### config.mk
export PLATFORM = sky130hd
export DESIGN_NAME = iomb_mailbox
export DESIGN_NICKNAME = d
export VERILOG_FILES = /design/src/iomb_pkg.sv /design/src/iomb_sync.sv /design/src/iomb_mailbox.sv
export SDC_FILE = /design/constraint.sdc
export NUM_CORES = 1
export LEC_CHECK = 0
export BUFFER_PORTS_ARGS = -buffer_cell sky130_fd_sc_hd__buf_4
export CAP_MARGIN = 30
export CORE_UTILIZATION = 48
export CTS_CLUSTER_SIZE = 28
export DETAILED_ROUTE_END_ITERATION = 7
export GPL_ROUTABILITY_DRIVEN = 0
export PLACE_DENSITY = 0.77
export SYNTH_ARGS = -nofsm -noshare
export SYNTH_HDL_FRONTEND = slang
export SYNTH_SLANG_ARGS = --single-unit
export TNS_END_PERCENT = 20
### constraint.sdc
create_clock -name I_CLK -period 2.4 [get_ports I_CLK]
set_input_delay 0.12 -clock I_CLK [delete_from_list [all_inputs] [get_ports I_CLK]]
set_output_delay 0.12 -clock I_CLK [all_outputs]
set_load 0.02 [all_outputs]
### src/iomb_pkg.sv
// package: constants, types and states for the mailbox
package iomb_pkg;
    localparam int ADDR_W = 11;
    localparam int DATA_W = 8;
    localparam logic [10:0] PROC_ADDR_HOLDER = 11'h001;
    localparam logic [10:0] PROC_DATA_HOLDER = 11'h002;
    localparam logic [10:0] PROC_FLAGS = 11'h003;
    localparam logic [10:0] HOST_ADDR_HOLDER = 11'h400;
    localparam logic [10:0] HOST_DATA_HOLDER = 11'h401;
    localparam logic [10:0] HOST_FLAGS = 11'h402;
    localparam int BIT_HOST_PEND = 7;
    localparam int BIT_PROC_PEND = 6;
    localparam int BIT_DATA_WR = 1;
    localparam int BIT_ADDR_WR = 0;
    localparam logic [7:0] HOLDER_RESET = 8'h00;
    localparam logic [7:0] FLAGS_RESET = 8'h00;
    localparam int CLOCK_HZ = 200000000;

    typedef enum logic [2:0] {
        ST_IDLE = 3'b000,
        ST_PROC_ADDR = 3'b001,
        ST_PROC_READ = 3'b011,
        ST_PROC_WRITE = 3'b010,
        ST_HOST_ADDR = 3'b100,
        ST_HOST_READ = 3'b101,
        ST_HOST_WRITE = 3'b110
    } iomb_state_t;

    typedef enum logic [1:0] {
        SEL_NONE = 2'h0,
        SEL_ADDR = 2'h1,
        SEL_DATA = 2'h2,
        SEL_FLAGS = 2'h3
    } iomb_sel_t;

    typedef struct packed {
        logic host_pend;
        logic proc_pend;
        logic data_wr;
        logic addr_wr;
    } iomb_flags_t;
endpackage

### src/iomb_sync.sv
// module: two-flop synchroniser for host strobes
`timescale 1ns/1ps
`default_nettype none
module iomb_sync #(
    parameter logic RESET_VAL = 1'b1
) (
    input wire logic i_clk,
    input wire logic i_nrst,
    input wire logic i_d,
    output logic o_q
);
    logic stage1;
    logic next_stage1;
    logic next_q;

    always_comb begin
        next_stage1 = i_nrst ? i_d : RESET_VAL;
        next_q = i_nrst ? stage1 : RESET_VAL;
    end

    always_ff @(posedge i_clk) begin
        stage1 <= next_stage1;
        o_q <= next_q;
    end
endmodule
`default_nettype wire

### src/iomb_mailbox.sv
// module: shared mailbox between signal processor and card host
`timescale 1ns/1ps
`default_nettype none
// Overview of operation
// - decode 001h-003h processor, 400h-402h host
// - shared 8-bit address holder, both directions
// - shared 8-bit data holder, both sides
// - flags read-only, bits 5:2 read zero
// - processor holder write sets host-pending bit 7
// - host interrupt low when pending and enabled
// - interrupt-pending status mirrors host-pending flag
// - host holder read or reset clears host-pending
// - host holder write sets processor-pending bit 6
// - processor holder read or reset clears processor-pending
// - data-written bit set on write, cleared on read
// - address-written bit set on write, cleared on read
// - seven-state arbitration machine with idle
// - reset enters idle; idle awaits access
// - synchronise host read, write strobes
// - processor select moves to processor address
// - matching address then read or write
// - processor read drives bus, write captures
// - synced host strobe in idle enters host address
// - host match then read or write state
// - host read returns after strobe released
// - host write returns after strobe released
// - interrupt-pending read-only, clears, resets zero
module iomb_mailbox (
    input wire logic I_CLK,
    input wire logic I_NRST,
    input wire logic I_PROC_SEL_N,
    input wire logic I_PROC_RD_N,
    input wire logic I_PROC_WR_N,
    input wire logic [10:0] I_PROC_ADDR,
    input wire logic [7:0] I_PROC_WDATA,
    output logic [7:0] O_PROC_RDATA,
    output logic O_PROC_RDATA_OE_N,
    input wire logic I_HOST_RD_N,
    input wire logic I_HOST_WR_N,
    input wire logic [10:0] I_HOST_ADDR,
    input wire logic I_HOST_IO_SEL,
    input wire logic [7:0] I_HOST_WDATA,
    output logic [7:0] O_HOST_RDATA,
    output logic O_HOST_RDATA_OE_N,
    input wire logic I_IRQ_ENABLE,
    output logic O_HOST_IRQ_N,
    output logic O_INT_PENDING,
    output logic [2:0] O_STATE
);
    iomb_pkg::iomb_state_t state;
    iomb_pkg::iomb_state_t next_state;
    iomb_pkg::iomb_sel_t sel;
    iomb_pkg::iomb_sel_t next_sel;
    iomb_pkg::iomb_flags_t flags;
    iomb_pkg::iomb_flags_t next_flags;
    logic [7:0] addr_holder;
    logic [7:0] next_addr_holder;
    logic [7:0] data_holder;
    logic [7:0] next_data_holder;
    logic [7:0] next_proc_rdata;
    logic [7:0] next_host_rdata;
    logic next_proc_oe_n;
    logic next_host_oe_n;
    logic next_irq_n;
    logic next_int_pending;
    logic host_rd_n_sync;
    logic host_wr_n_sync;
    logic proc_match;
    logic host_match;
    logic [7:0] flags_word;
    logic [7:0] sel_word;
    iomb_pkg::iomb_sel_t proc_dec;
    iomb_pkg::iomb_sel_t host_dec;

    iomb_sync #(.RESET_VAL(1'b1)) u_sync_rd (
        .i_clk(I_CLK),
        .i_nrst(I_NRST),
        .i_d(I_HOST_RD_N),
        .o_q(host_rd_n_sync)
    );
    iomb_sync #(.RESET_VAL(1'b1)) u_sync_wr (
        .i_clk(I_CLK),
        .i_nrst(I_NRST),
        .i_d(I_HOST_WR_N),
        .o_q(host_wr_n_sync)
    );

    // two address maps, one register set
    always_comb begin
        case (I_PROC_ADDR)
            iomb_pkg::PROC_ADDR_HOLDER: proc_dec = iomb_pkg::SEL_ADDR;
            iomb_pkg::PROC_DATA_HOLDER: proc_dec = iomb_pkg::SEL_DATA;
            iomb_pkg::PROC_FLAGS: proc_dec = iomb_pkg::SEL_FLAGS;
            default: proc_dec = iomb_pkg::SEL_NONE;
        endcase
        case (I_HOST_ADDR)
            iomb_pkg::HOST_ADDR_HOLDER: host_dec = iomb_pkg::SEL_ADDR;
            iomb_pkg::HOST_DATA_HOLDER: host_dec = iomb_pkg::SEL_DATA;
            iomb_pkg::HOST_FLAGS: host_dec = iomb_pkg::SEL_FLAGS;
            default: host_dec = iomb_pkg::SEL_NONE;
        endcase
        proc_match = (proc_dec != iomb_pkg::SEL_NONE);
        host_match = I_HOST_IO_SEL && (host_dec != iomb_pkg::SEL_NONE);
    end

    always_comb begin
        flags_word = 8'h00;
        flags_word[iomb_pkg::BIT_HOST_PEND] = flags.host_pend;
        flags_word[iomb_pkg::BIT_PROC_PEND] = flags.proc_pend;
        flags_word[iomb_pkg::BIT_DATA_WR] = flags.data_wr;
        flags_word[iomb_pkg::BIT_ADDR_WR] = flags.addr_wr;
        case (next_sel)
            iomb_pkg::SEL_ADDR: sel_word = addr_holder;
            iomb_pkg::SEL_DATA: sel_word = data_holder;
            iomb_pkg::SEL_FLAGS: sel_word = flags_word;
            default: sel_word = 8'h00;
        endcase
    end

    always_comb begin
        next_state = state;
        next_sel = sel;
        case (state)
            iomb_pkg::ST_IDLE: begin
                next_sel = iomb_pkg::SEL_NONE;
                if (!I_PROC_SEL_N) begin
                    next_state = iomb_pkg::ST_PROC_ADDR;
                end else if (!host_rd_n_sync || !host_wr_n_sync) begin
                    next_state = iomb_pkg::ST_HOST_ADDR;
                end
            end
            iomb_pkg::ST_PROC_ADDR: begin
                if (I_PROC_SEL_N) begin
                    next_state = iomb_pkg::ST_IDLE;
                end else if (proc_match && !I_PROC_RD_N) begin
                    next_state = iomb_pkg::ST_PROC_READ;
                    next_sel = proc_dec;
                end else if (proc_match && !I_PROC_WR_N) begin
                    next_state = iomb_pkg::ST_PROC_WRITE;
                    next_sel = proc_dec;
                end
            end
            iomb_pkg::ST_HOST_ADDR: begin
                if (host_rd_n_sync && host_wr_n_sync) begin
                    next_state = iomb_pkg::ST_IDLE;
                end else if (host_match && !host_rd_n_sync) begin
                    next_state = iomb_pkg::ST_HOST_READ;
                    next_sel = host_dec;
                end else if (host_match && !host_wr_n_sync) begin
                    next_state = iomb_pkg::ST_HOST_WRITE;
                    next_sel = host_dec;
                end
            end
            iomb_pkg::ST_PROC_READ: next_state = iomb_pkg::ST_IDLE;
            iomb_pkg::ST_PROC_WRITE: next_state = iomb_pkg::ST_IDLE;
            iomb_pkg::ST_HOST_READ: begin
                if (host_rd_n_sync) begin
                    next_state = iomb_pkg::ST_IDLE;
                end
            end
            iomb_pkg::ST_HOST_WRITE: begin
                if (host_wr_n_sync) begin
                    next_state = iomb_pkg::ST_IDLE;
                end
            end
            default: next_state = iomb_pkg::ST_IDLE;
        endcase
        if (!I_NRST) begin
            next_state = iomb_pkg::ST_IDLE;
            next_sel = iomb_pkg::SEL_NONE;
        end
    end

    // holders and flags
    always_comb begin
        logic proc_wr;
        logic host_wr;
        logic proc_rd;
        logic host_rd;
        logic host_first;
        proc_wr = (state == iomb_pkg::ST_PROC_WRITE);
        proc_rd = (state == iomb_pkg::ST_PROC_READ);
        host_first = (state == iomb_pkg::ST_HOST_ADDR);
        host_wr = host_first && (next_state == iomb_pkg::ST_HOST_WRITE);
        host_rd = host_first && (next_state == iomb_pkg::ST_HOST_READ);
        next_addr_holder = addr_holder;
        next_data_holder = data_holder;
        next_flags = flags;
        if (host_rd && (host_dec == iomb_pkg::SEL_ADDR || host_dec == iomb_pkg::SEL_DATA)) begin
            next_flags.host_pend = 1'b0;
        end
        if (proc_rd && (sel == iomb_pkg::SEL_ADDR || sel == iomb_pkg::SEL_DATA)) begin
            next_flags.proc_pend = 1'b0;
        end
        if ((proc_rd && sel == iomb_pkg::SEL_DATA) || (host_rd && host_dec == iomb_pkg::SEL_DATA)) begin
            next_flags.data_wr = 1'b0;
        end
        if ((proc_rd && sel == iomb_pkg::SEL_ADDR) || (host_rd && host_dec == iomb_pkg::SEL_ADDR)) begin
            next_flags.addr_wr = 1'b0;
        end
        // address holder writes from either side
        if (proc_wr && sel == iomb_pkg::SEL_ADDR) begin
            next_addr_holder = I_PROC_WDATA;
        end else if (host_wr && host_dec == iomb_pkg::SEL_ADDR) begin
            next_addr_holder = I_HOST_WDATA;
        end
        // data holder writes from either side
        if (proc_wr && sel == iomb_pkg::SEL_DATA) begin
            next_data_holder = I_PROC_WDATA;
        end else if (host_wr && host_dec == iomb_pkg::SEL_DATA) begin
            next_data_holder = I_HOST_WDATA;
        end
        if (proc_wr && (sel == iomb_pkg::SEL_ADDR || sel == iomb_pkg::SEL_DATA)) begin
            next_flags.host_pend = 1'b1;
        end
        if (host_wr && (host_dec == iomb_pkg::SEL_ADDR || host_dec == iomb_pkg::SEL_DATA)) begin
            next_flags.proc_pend = 1'b1;
        end
        if ((proc_wr && sel == iomb_pkg::SEL_DATA) || (host_wr && host_dec == iomb_pkg::SEL_DATA)) begin
            next_flags.data_wr = 1'b1;
        end
        if ((proc_wr && sel == iomb_pkg::SEL_ADDR) || (host_wr && host_dec == iomb_pkg::SEL_ADDR)) begin
            next_flags.addr_wr = 1'b1;
        end
        if (!I_NRST) begin
            next_addr_holder = iomb_pkg::HOLDER_RESET;
            next_data_holder = iomb_pkg::HOLDER_RESET;
            next_flags = iomb_pkg::iomb_flags_t'(iomb_pkg::FLAGS_RESET[3:0]);
        end
    end

    // output registers
    always_comb begin
        next_proc_rdata = O_PROC_RDATA;
        next_host_rdata = O_HOST_RDATA;
        next_proc_oe_n = !(next_state == iomb_pkg::ST_PROC_READ);
        next_host_oe_n = !(next_state == iomb_pkg::ST_HOST_READ);
        if (next_state == iomb_pkg::ST_PROC_READ) begin
            next_proc_rdata = sel_word;
        end
        if (next_state == iomb_pkg::ST_HOST_READ) begin
            next_host_rdata = sel_word;
        end
        next_irq_n = !(next_flags.host_pend && I_IRQ_ENABLE);
        // clears with the flag, resets zero
        next_int_pending = next_flags.host_pend;
        if (!I_NRST) begin
            next_proc_rdata = 8'h00;
            next_host_rdata = 8'h00;
            next_proc_oe_n = 1'b1;
            next_host_oe_n = 1'b1;
            next_irq_n = 1'b1;
            next_int_pending = 1'b0;
        end
    end

    always_ff @(posedge I_CLK) begin
        state <= next_state;
        sel <= next_sel;
        flags <= next_flags;
        addr_holder <= next_addr_holder;
        data_holder <= next_data_holder;
        O_PROC_RDATA <= next_proc_rdata;
        O_HOST_RDATA <= next_host_rdata;
        O_PROC_RDATA_OE_N <= next_proc_oe_n;
        O_HOST_RDATA_OE_N <= next_host_oe_n;
        O_HOST_IRQ_N <= next_irq_n;
        O_INT_PENDING <= next_int_pending;
        O_STATE <= next_state;
    end

    a_reset_idle: assert property (@(posedge I_CLK) !I_NRST |=> state == iomb_pkg::ST_IDLE)
        else $error("not idle after reset");
    a_irq_follows: assert property (@(posedge I_CLK) disable iff (!I_NRST)
        O_HOST_IRQ_N == !(flags.host_pend && $past(I_IRQ_ENABLE)))
        else $error("host interrupt mismatch");
    a_int_mirror: assert property (@(posedge I_CLK) disable iff (!I_NRST)
        O_INT_PENDING == flags.host_pend)
        else $error("pending status mismatch");
    a_proc_set: assert property (@(posedge I_CLK) disable iff (!I_NRST)
        state == iomb_pkg::ST_PROC_WRITE && sel == iomb_pkg::SEL_DATA
        |=> flags.host_pend && flags.data_wr && data_holder == $past(I_PROC_WDATA))
        else $error("processor write effect missing");
    a_host_set: assert property (@(posedge I_CLK) disable iff (!I_NRST)
        $rose(state == iomb_pkg::ST_HOST_WRITE) && sel == iomb_pkg::SEL_ADDR
        |-> flags.proc_pend && flags.addr_wr)
        else $error("host write effect missing");
    a_host_clear: assert property (@(posedge I_CLK) disable iff (!I_NRST)
        $rose(state == iomb_pkg::ST_HOST_READ) && sel == iomb_pkg::SEL_DATA
        |-> !flags.host_pend && !flags.data_wr)
        else $error("host read did not clear");
    a_proc_clear: assert property (@(posedge I_CLK) disable iff (!I_NRST)
        state == iomb_pkg::ST_PROC_READ && sel == iomb_pkg::SEL_ADDR
        |=> !flags.proc_pend && !flags.addr_wr)
        else $error("processor read did not clear");
    a_proc_first: assert property (@(posedge I_CLK) disable iff (!I_NRST)
        state == iomb_pkg::ST_IDLE && !I_PROC_SEL_N |=> state == iomb_pkg::ST_PROC_ADDR)
        else $error("processor not granted");
    a_host_hold: assert property (@(posedge I_CLK) disable iff (!I_NRST)
        state == iomb_pkg::ST_HOST_READ && !host_rd_n_sync |=> state == iomb_pkg::ST_HOST_READ)
        else $error("host read left early");
    a_reserved_zero: assert property (@(posedge I_CLK) disable iff (!I_NRST)
        state == iomb_pkg::ST_PROC_READ && sel == iomb_pkg::SEL_FLAGS |-> O_PROC_RDATA[5:2] == 4'h0)
        else $error("reserved bits nonzero");
    c_proc_write: cover property (@(posedge I_CLK) state == iomb_pkg::ST_PROC_WRITE);
    c_host_read: cover property (@(posedge I_CLK) state == iomb_pkg::ST_HOST_READ);
    c_host_write: cover property (@(posedge I_CLK) state == iomb_pkg::ST_HOST_WRITE);
    c_irq: cover property (@(posedge I_CLK) !O_HOST_IRQ_N);
endmodule
`default_nettype wire

## Yosys cells after proc, flatten, opt, wreduce, memory -nomap -nowiden

Cells that the tools add are included.

- Equality and inequality tests: 22
- Reduce and logical (&&, ||, !) cells: 43
- Multiplexer cells: 36

Operator list:

| operator | number |
|---|---|
| $eq 11x11->1 const B | 3 |
| $mux 3 | 11 |
| $mux 8 | 4 |
| $pmux 8 s3 | 1 |
| $eq 11x2->1 const B | 2 |
| $logic_and 1x1->1 | 21 |
| $pmux 2 s3 | 3 |
| $eq 3x3->1 const B | 5 |
| $pmux 3 s5 | 1 |
| $mux 2 | 7 |
| $reduce_bool 2->1 | 7 |
| $eq 11x1->1 const B | 1 |
| $eq 3x2->1 const B | 3 |
| $eq 2x2->1 const B | 4 |
| $mux 1 | 8 |
| $logic_not 1->1 | 7 |
| $logic_or 1x1->1 | 7 |
| $eq 2x1->1 const B | 3 |
| $mux 4 | 1 |
| $eq 3x1->1 const B | 1 |
| $logic_not 3->1 | 1 |

- Logic and storage cells: 119
- Flip-flop bits (word level): 49

## Logic depth before layout (Yosys ltp)

- Word-level depth: 19
- Gate-level depth with buffers: 14
- Gate-level depth less buffers: 13

## Hierarchy

From an unflattened synthesis, not the netlist that was laid out.

- Cells, all modules: 308
- Area, all modules: 2645.0 µm²

Modules (own cells, without submodules):

| module | cells each | instances | area each (µm²) | seq. area each (µm²) |
|---|---|---|---|---|
| iomb_mailbox | 300 | 1 | 2539.9 | 900.9 |
| iomb_sync | 4 | 2 | 52.6 | 40.0 |

## Least setup slack after synthesis

No wires, ideal clock.

- Path kind: input -> register
- Start: input port I_HOST_ADDR[6]
- End: register O_PROC_RDATA[4]
- Setup slack: -0.027 ns
- Data arrival time: 2.309 ns
- Buffers on the path: 1
- Setup time: 0.118 ns
- Stages: 12
- Required time: 2.282 ns
- Path through: nor4b_2 -> and4b_2 -> inv_1 -> ha_1 -> and2b_1 -> nand2_1 -> a31oi_1 -> a41o_4 -> nor2_4 -> buf_6 -> a221oi_2 -> nor2_1

- Longest elaborated chain between the ends: 12

RTL lines:

| what | RTL line | text |
|---|---|---|
| from (decl) | iomb_mailbox.sv:40 | `input wire logic [10:0] I_HOST_ADDR,` |
| $eq 11x11->1 | iomb_mailbox.sv:96 | `case (I_HOST_ADDR)` |
| $pmux 2 s3 * | iomb_mailbox.sv:96 |  |
| $reduce_bool 2->1 | iomb_mailbox.sv:103 | `host_match = I_HOST_IO_SEL && (host_dec != iomb_pkg::SEL_NONE);` |
| $logic_and 1x1->1 | iomb_mailbox.sv:103 |  |
| $logic_and 1x1->1 | iomb_mailbox.sv:149 | `end else if (host_match && !host_wr_n_sync) begin` |
| $mux 2 | iomb_mailbox.sv:149 |  |
| $mux 2 | iomb_mailbox.sv:146 | `end else if (host_match && !host_rd_n_sync) begin` |
| $mux 2 | iomb_mailbox.sv:144 | `if (host_rd_n_sync && host_wr_n_sync) begin` |
| $pmux 2 s3 | iomb_mailbox.sv:123 | `case (state)` |
| $mux 2 | iomb_mailbox.sv:168 | `if (!I_NRST) begin` |
| $eq 2x2->1 / $eq 2x1->1 (equally long branches) | iomb_mailbox.sv:112 | `case (next_sel)` |
| $pmux 8 s3 | iomb_mailbox.sv:112 |  |
| to (signal assigned) | iomb_mailbox.sv:263 | `O_PROC_RDATA <= next_proc_rdata;` |
| to (decl) | iomb_mailbox.sv:36 | `output logic [7:0] O_PROC_RDATA,` |

Every way passes the cells marked *; elsewhere a longest branch is shown, timed or not.
A chain may end at the register's enable or synchronous reset.

## Final worst setup path

- Start: input port I_HOST_ADDR[8]
- End: register addr_holder[0]

- Longest elaborated chain between the ends: 14

RTL lines:

| what | RTL line | text |
|---|---|---|
| $eq 11x11->1 | iomb_mailbox.sv:96 |  |
| $pmux 2 s3 * | iomb_mailbox.sv:96 |  |
| $reduce_bool 2->1 * | iomb_mailbox.sv:103 |  |
| $logic_and 1x1->1 * | iomb_mailbox.sv:103 |  |
| $logic_and 1x1->1 | iomb_mailbox.sv:149 |  |
| $mux 3 | iomb_mailbox.sv:149 |  |
| $mux 3 * | iomb_mailbox.sv:146 |  |
| $mux 3 * | iomb_mailbox.sv:144 |  |
| $pmux 3 s5 * | iomb_mailbox.sv:123 |  |
| $mux 3 * | iomb_mailbox.sv:168 |  |
| named net next_state[1] | iomb_mailbox.sv:51 | `iomb_pkg::iomb_state_t next_state;` |
| $eq 3x3->1 * | iomb_mailbox.sv:184 | `host_wr = host_first && (next_state == iomb_pkg::ST_HOST_WRITE);` |
| $logic_and 1x1->1 * | iomb_mailbox.sv:184 |  |
| $logic_and 1x1->1 * | iomb_mailbox.sv:204 | `end else if (host_wr && host_dec == iomb_pkg::SEL_ADDR) begin` |
| $reduce_bool 2->1 (no source line) * | -- |  |
| to (signal assigned) | iomb_mailbox.sv:261 | `addr_holder <= next_addr_holder;` |
| to (decl) | iomb_mailbox.sv:56 | `logic [7:0] addr_holder;` |

The timed path passes the listed nets; every way through them passes the cells marked *.

==> flow_summary.json <==
{
  "status": "finished, final reports clean",
  "setup_violations": 0,
  "cp-end-kind": "register",
  "yosys.area.top_type_share_pct": 36.93,
  "slew_viol_final": 0,
  "antenna_found_initial": 0,
  "wl_per_cell_microns": 15.30,
  "syn_inst": 290,
  "critical_path_required_ns": 2.61,
  "synth_cell_types": 58,
  "cp.arrival_ns": 2.54,
  "ios": 70,
  "final_cell_mix": "95 x buf_4, 49 x dfxtp_1, 33 x nor2_1",
  "final_util_pct": 69.69,
  "r2r_end": "addr_holder[0]$_SDFFE_PN0P_",
  "cts_buffers": 5,
  "yosys_warnings": 0,
  "die_w_microns": 76.39,
  "antenna_left": 0,
  "timing.final.crit_share_pct": 96.98,
  "top_layer_used": "met4",
  "drive_gt1_share_pct": 38.50,
  "dr_wl_met3_microns": 554,
  "clkLatencyLatePin_ns": 0.30,
  "cts_tree": "built",
  "regArea_sq_um": 980.9,
  "dr.pass1.iters": 6,
  "grt_pass1_wl_microns": 10780,
  "synth_nets": 342,
  "fin_skew_ns": 0.006907,
  "tns_ns": 0,
  "grt_overflow": 0,
  "avgSynthCellArea_sq_um": 9.160,
  "drtIter0Drc": 146,
  "worstReg2RegStart": "state[1]$_DFF_P_",
  "fmax_mhz": 429.6,
  "synth.area.top_cells": "dfxtp_1 37%, mux2i_1 6.0%, nor2_1 4.9%",
  "synth_area_sq_um": 2656,
  "clk_path_buf_depth": 2,
  "multi_input_area_sq_um": 1623,
  "cts.sink_count": 49,
  "root_buffer": "clkbuf_8",
  "slew_headroom_pct": 54.91,
  "yosysTopAreaCell": "dfxtp_1",
  "cp_max_fo": 6,
  "ir_worst_vdd_uv": 284.5,
  "track_usage_pct": 23.25,
  "hp-class": "in -> reg",
  "drcViolationCount": 0,
  "finalNetCount": 438,
  "ff2ff_path_depth": 7,
  "startpoint_type": "primary input",
  "synth-async-reset-ratio_pct": 0,
  "final_common_cell": "buf_4",
  "wl_met1_microns": 2912,
  "routed_wl_microns": 6990,
  "whs_ns": 0.1230,
  "die_h_microns": 76.39,
  "start_util_pct": 51.03,
  "ys_seq_area_share_pct": 36.93,
  "hold_depth": 2,
  "clk_pin_slew_worst_paths_ns": 0.09,
  "hold_path_end": "u_sync_rd.stage1$_SDFF_PN1_",
  "max_slew.worst_pin.slew_ns": 0.6693,
  "final_cells": 457,
  "p_per_area_nw_per_um2": 408.3,
  "p_leak_nw": 1.413,
  "synth-seq-cells": 49,
  "area_growth_pct": 36.55,
  "fin_crit_ns": 2.328,
  "hold_start": "I_NRST",
  "cap_violations": 0,
  "dp_cells": 440,
  "finalPower_mw": 1.481,
  "yosys_most_used_dff": "dfxtp_1",
  "met2_length_microns": 3378,
  "via_per_inst": 5.698,
  "vias": 2604,
  "fillers": 415,
  "grt_max_degree": 28,
  "placementRows": 26,
  "hold_viol": 0,
  "dieArea_sq_um": 5835,
  "core_area_sq_um": 5205,
  "grt_pass1_vias": 2338,
  "synth_edf_count": 0,
  "critPathKind": "in -> reg",
  "num_antenna_cells": 0,
  "r2r_slack_ns": 0.08,
  "port_buffers": 69,
  "cts.htree.levels": 2,
  "rsz0062_at_grt": "true",
  "dp_hpwl_microns": 5084
}
==> state kept, by name, indices dropped and copies added, names as in the netlist <==
name	cells
O_HOST_RDATA	8
O_PROC_RDATA	8
addr_holder	8
data_holder	8
flags	4
state	3
sel	2
O_HOST_IRQ_N	1
O_HOST_RDATA_OE_N	1
O_INT_PENDING	1
O_PROC_RDATA_OE_N	1
u_sync_rd.o_q	1
u_sync_rd.stage1	1
u_sync_wr.o_q	1
u_sync_wr.stage1	1
==> worst max-delay path, stage by stage <==
cell and delay (ns):
buf_6 0.09, nor4b_4 0.26, and4b_2 0.27, inv_2 0.06
ha_4 0.15, nand3b_1 0.14, a211o_1 0.32, o22ai_4 0.23
o2111ai_4 0.26, o21bai_4 0.29, nor2_1 0.08, a211oi_1 0.26
==> final cells by class <==
cell class / count / area share [%]
repair buffers: 102 / 21.97
clock buffers: 6 / 2.001
flip-flops and latches: 49 / 27.04
clock inverters: 2 / 0.3794
inverters: 14 / 1.449
multi-input cells: 214 / 44.74
well taps: 70 / 2.415
==> per-stage QoR <==
step / area (sq um) / setup slack [ns]
after detailed placement: 3376 / -0.3212
final: 3627 / 0.07244
after global routing: 3627 / -0.07127
after CTS: 3492 / 0.009752
after floorplan: 2663 / -0.006918
after global placement: 3376 / -0.2378
==> kinds of logic (layout without fill, tap and decap cells) <==
| family | count (synthesis) | count (layout) | synth area share (%) |
|---|---|---|---|
| multiplexers | 20 | 20 | 7.725 |
| AO/OA/AOI/OAI | 80 | 82 | 25.67 |
| XOR/XNOR | 1 | 1 | 0.3298 |
| adder cells (fa/ha/maj) | 5 | 5 | 2.355 |
| AND/OR/NAND/NOR | 106 | 106 | 21.24 |
| buffers and inverters | 29 | 124 | 5.746 |
| flip-flops | 49 | 49 | 36.93 |
==> synth_stat cells, types with 5 or more instances <==
cell      instances
a211oi_1         14
a21oi_1           8
a221oi_2          6
a31oi_1           9
clkbuf_1          6
dfxtp_1          49
ha_1              5
inv_1            10
mux2i_1          16
nand2_1          26
nand2b_1          7
nand3_1          13
nor2_1           35
o21ai_0          11
==> worst max path at each step <==
| stage | startpoint | to | slack [ns] | depth (start not counted) |
|---|---|---|---|---|
| global route | state[1]$_DFF_P_ | addr_holder[0]$_SDFFE_PN0P_ | -0.07 | 7 |
| global placement | I_HOST_ADDR[6] | data_holder[5]$_SDFFE_PN0P_ | -0.24 | 12 |
| CTS | I_HOST_ADDR[6] | data_holder[6]$_SDFFE_PN0P_ | 0.01 | 12 |
| finish | I_HOST_ADDR[8] | addr_holder[0]$_SDFFE_PN0P_ | 0.07 | 12 |
| floorplan | I_HOST_ADDR[6] | addr_holder[6]$_SDFFE_PN0P_ | -0.007 | 12 |
| detailed placement | I_HOST_ADDR[6] | data_holder[4]$_SDFFE_PN0P_ | -0.32 | 12 |
==> timing repair <==
action	4_1_cts	5_1_grt
buffers inserted	0	4
hold buffers	3	0
hold endpoints to repair	3	0
endpoints found under the setup margin	0	37
resized for setup	0	17
==> per-layer routing <==
layer	global-route usage, %	vias up
met3	4.072	16
met2	38.11	128
met5	0	-
met4	7.308	0
met1	30.95	1195
li1	-	1265
==> power by group <==
| group | internal (mW) | total [mW] | switching, mW |
|---|---|---|---|
| Sequential | 0.819 | 0.827 | 0.00734 |
| Clock | 0.208 | 0.488 | 0.280 |
| Combinational | 0.0886 | 0.166 | 0.0777 |
Power figures use the tool's default switching activity.
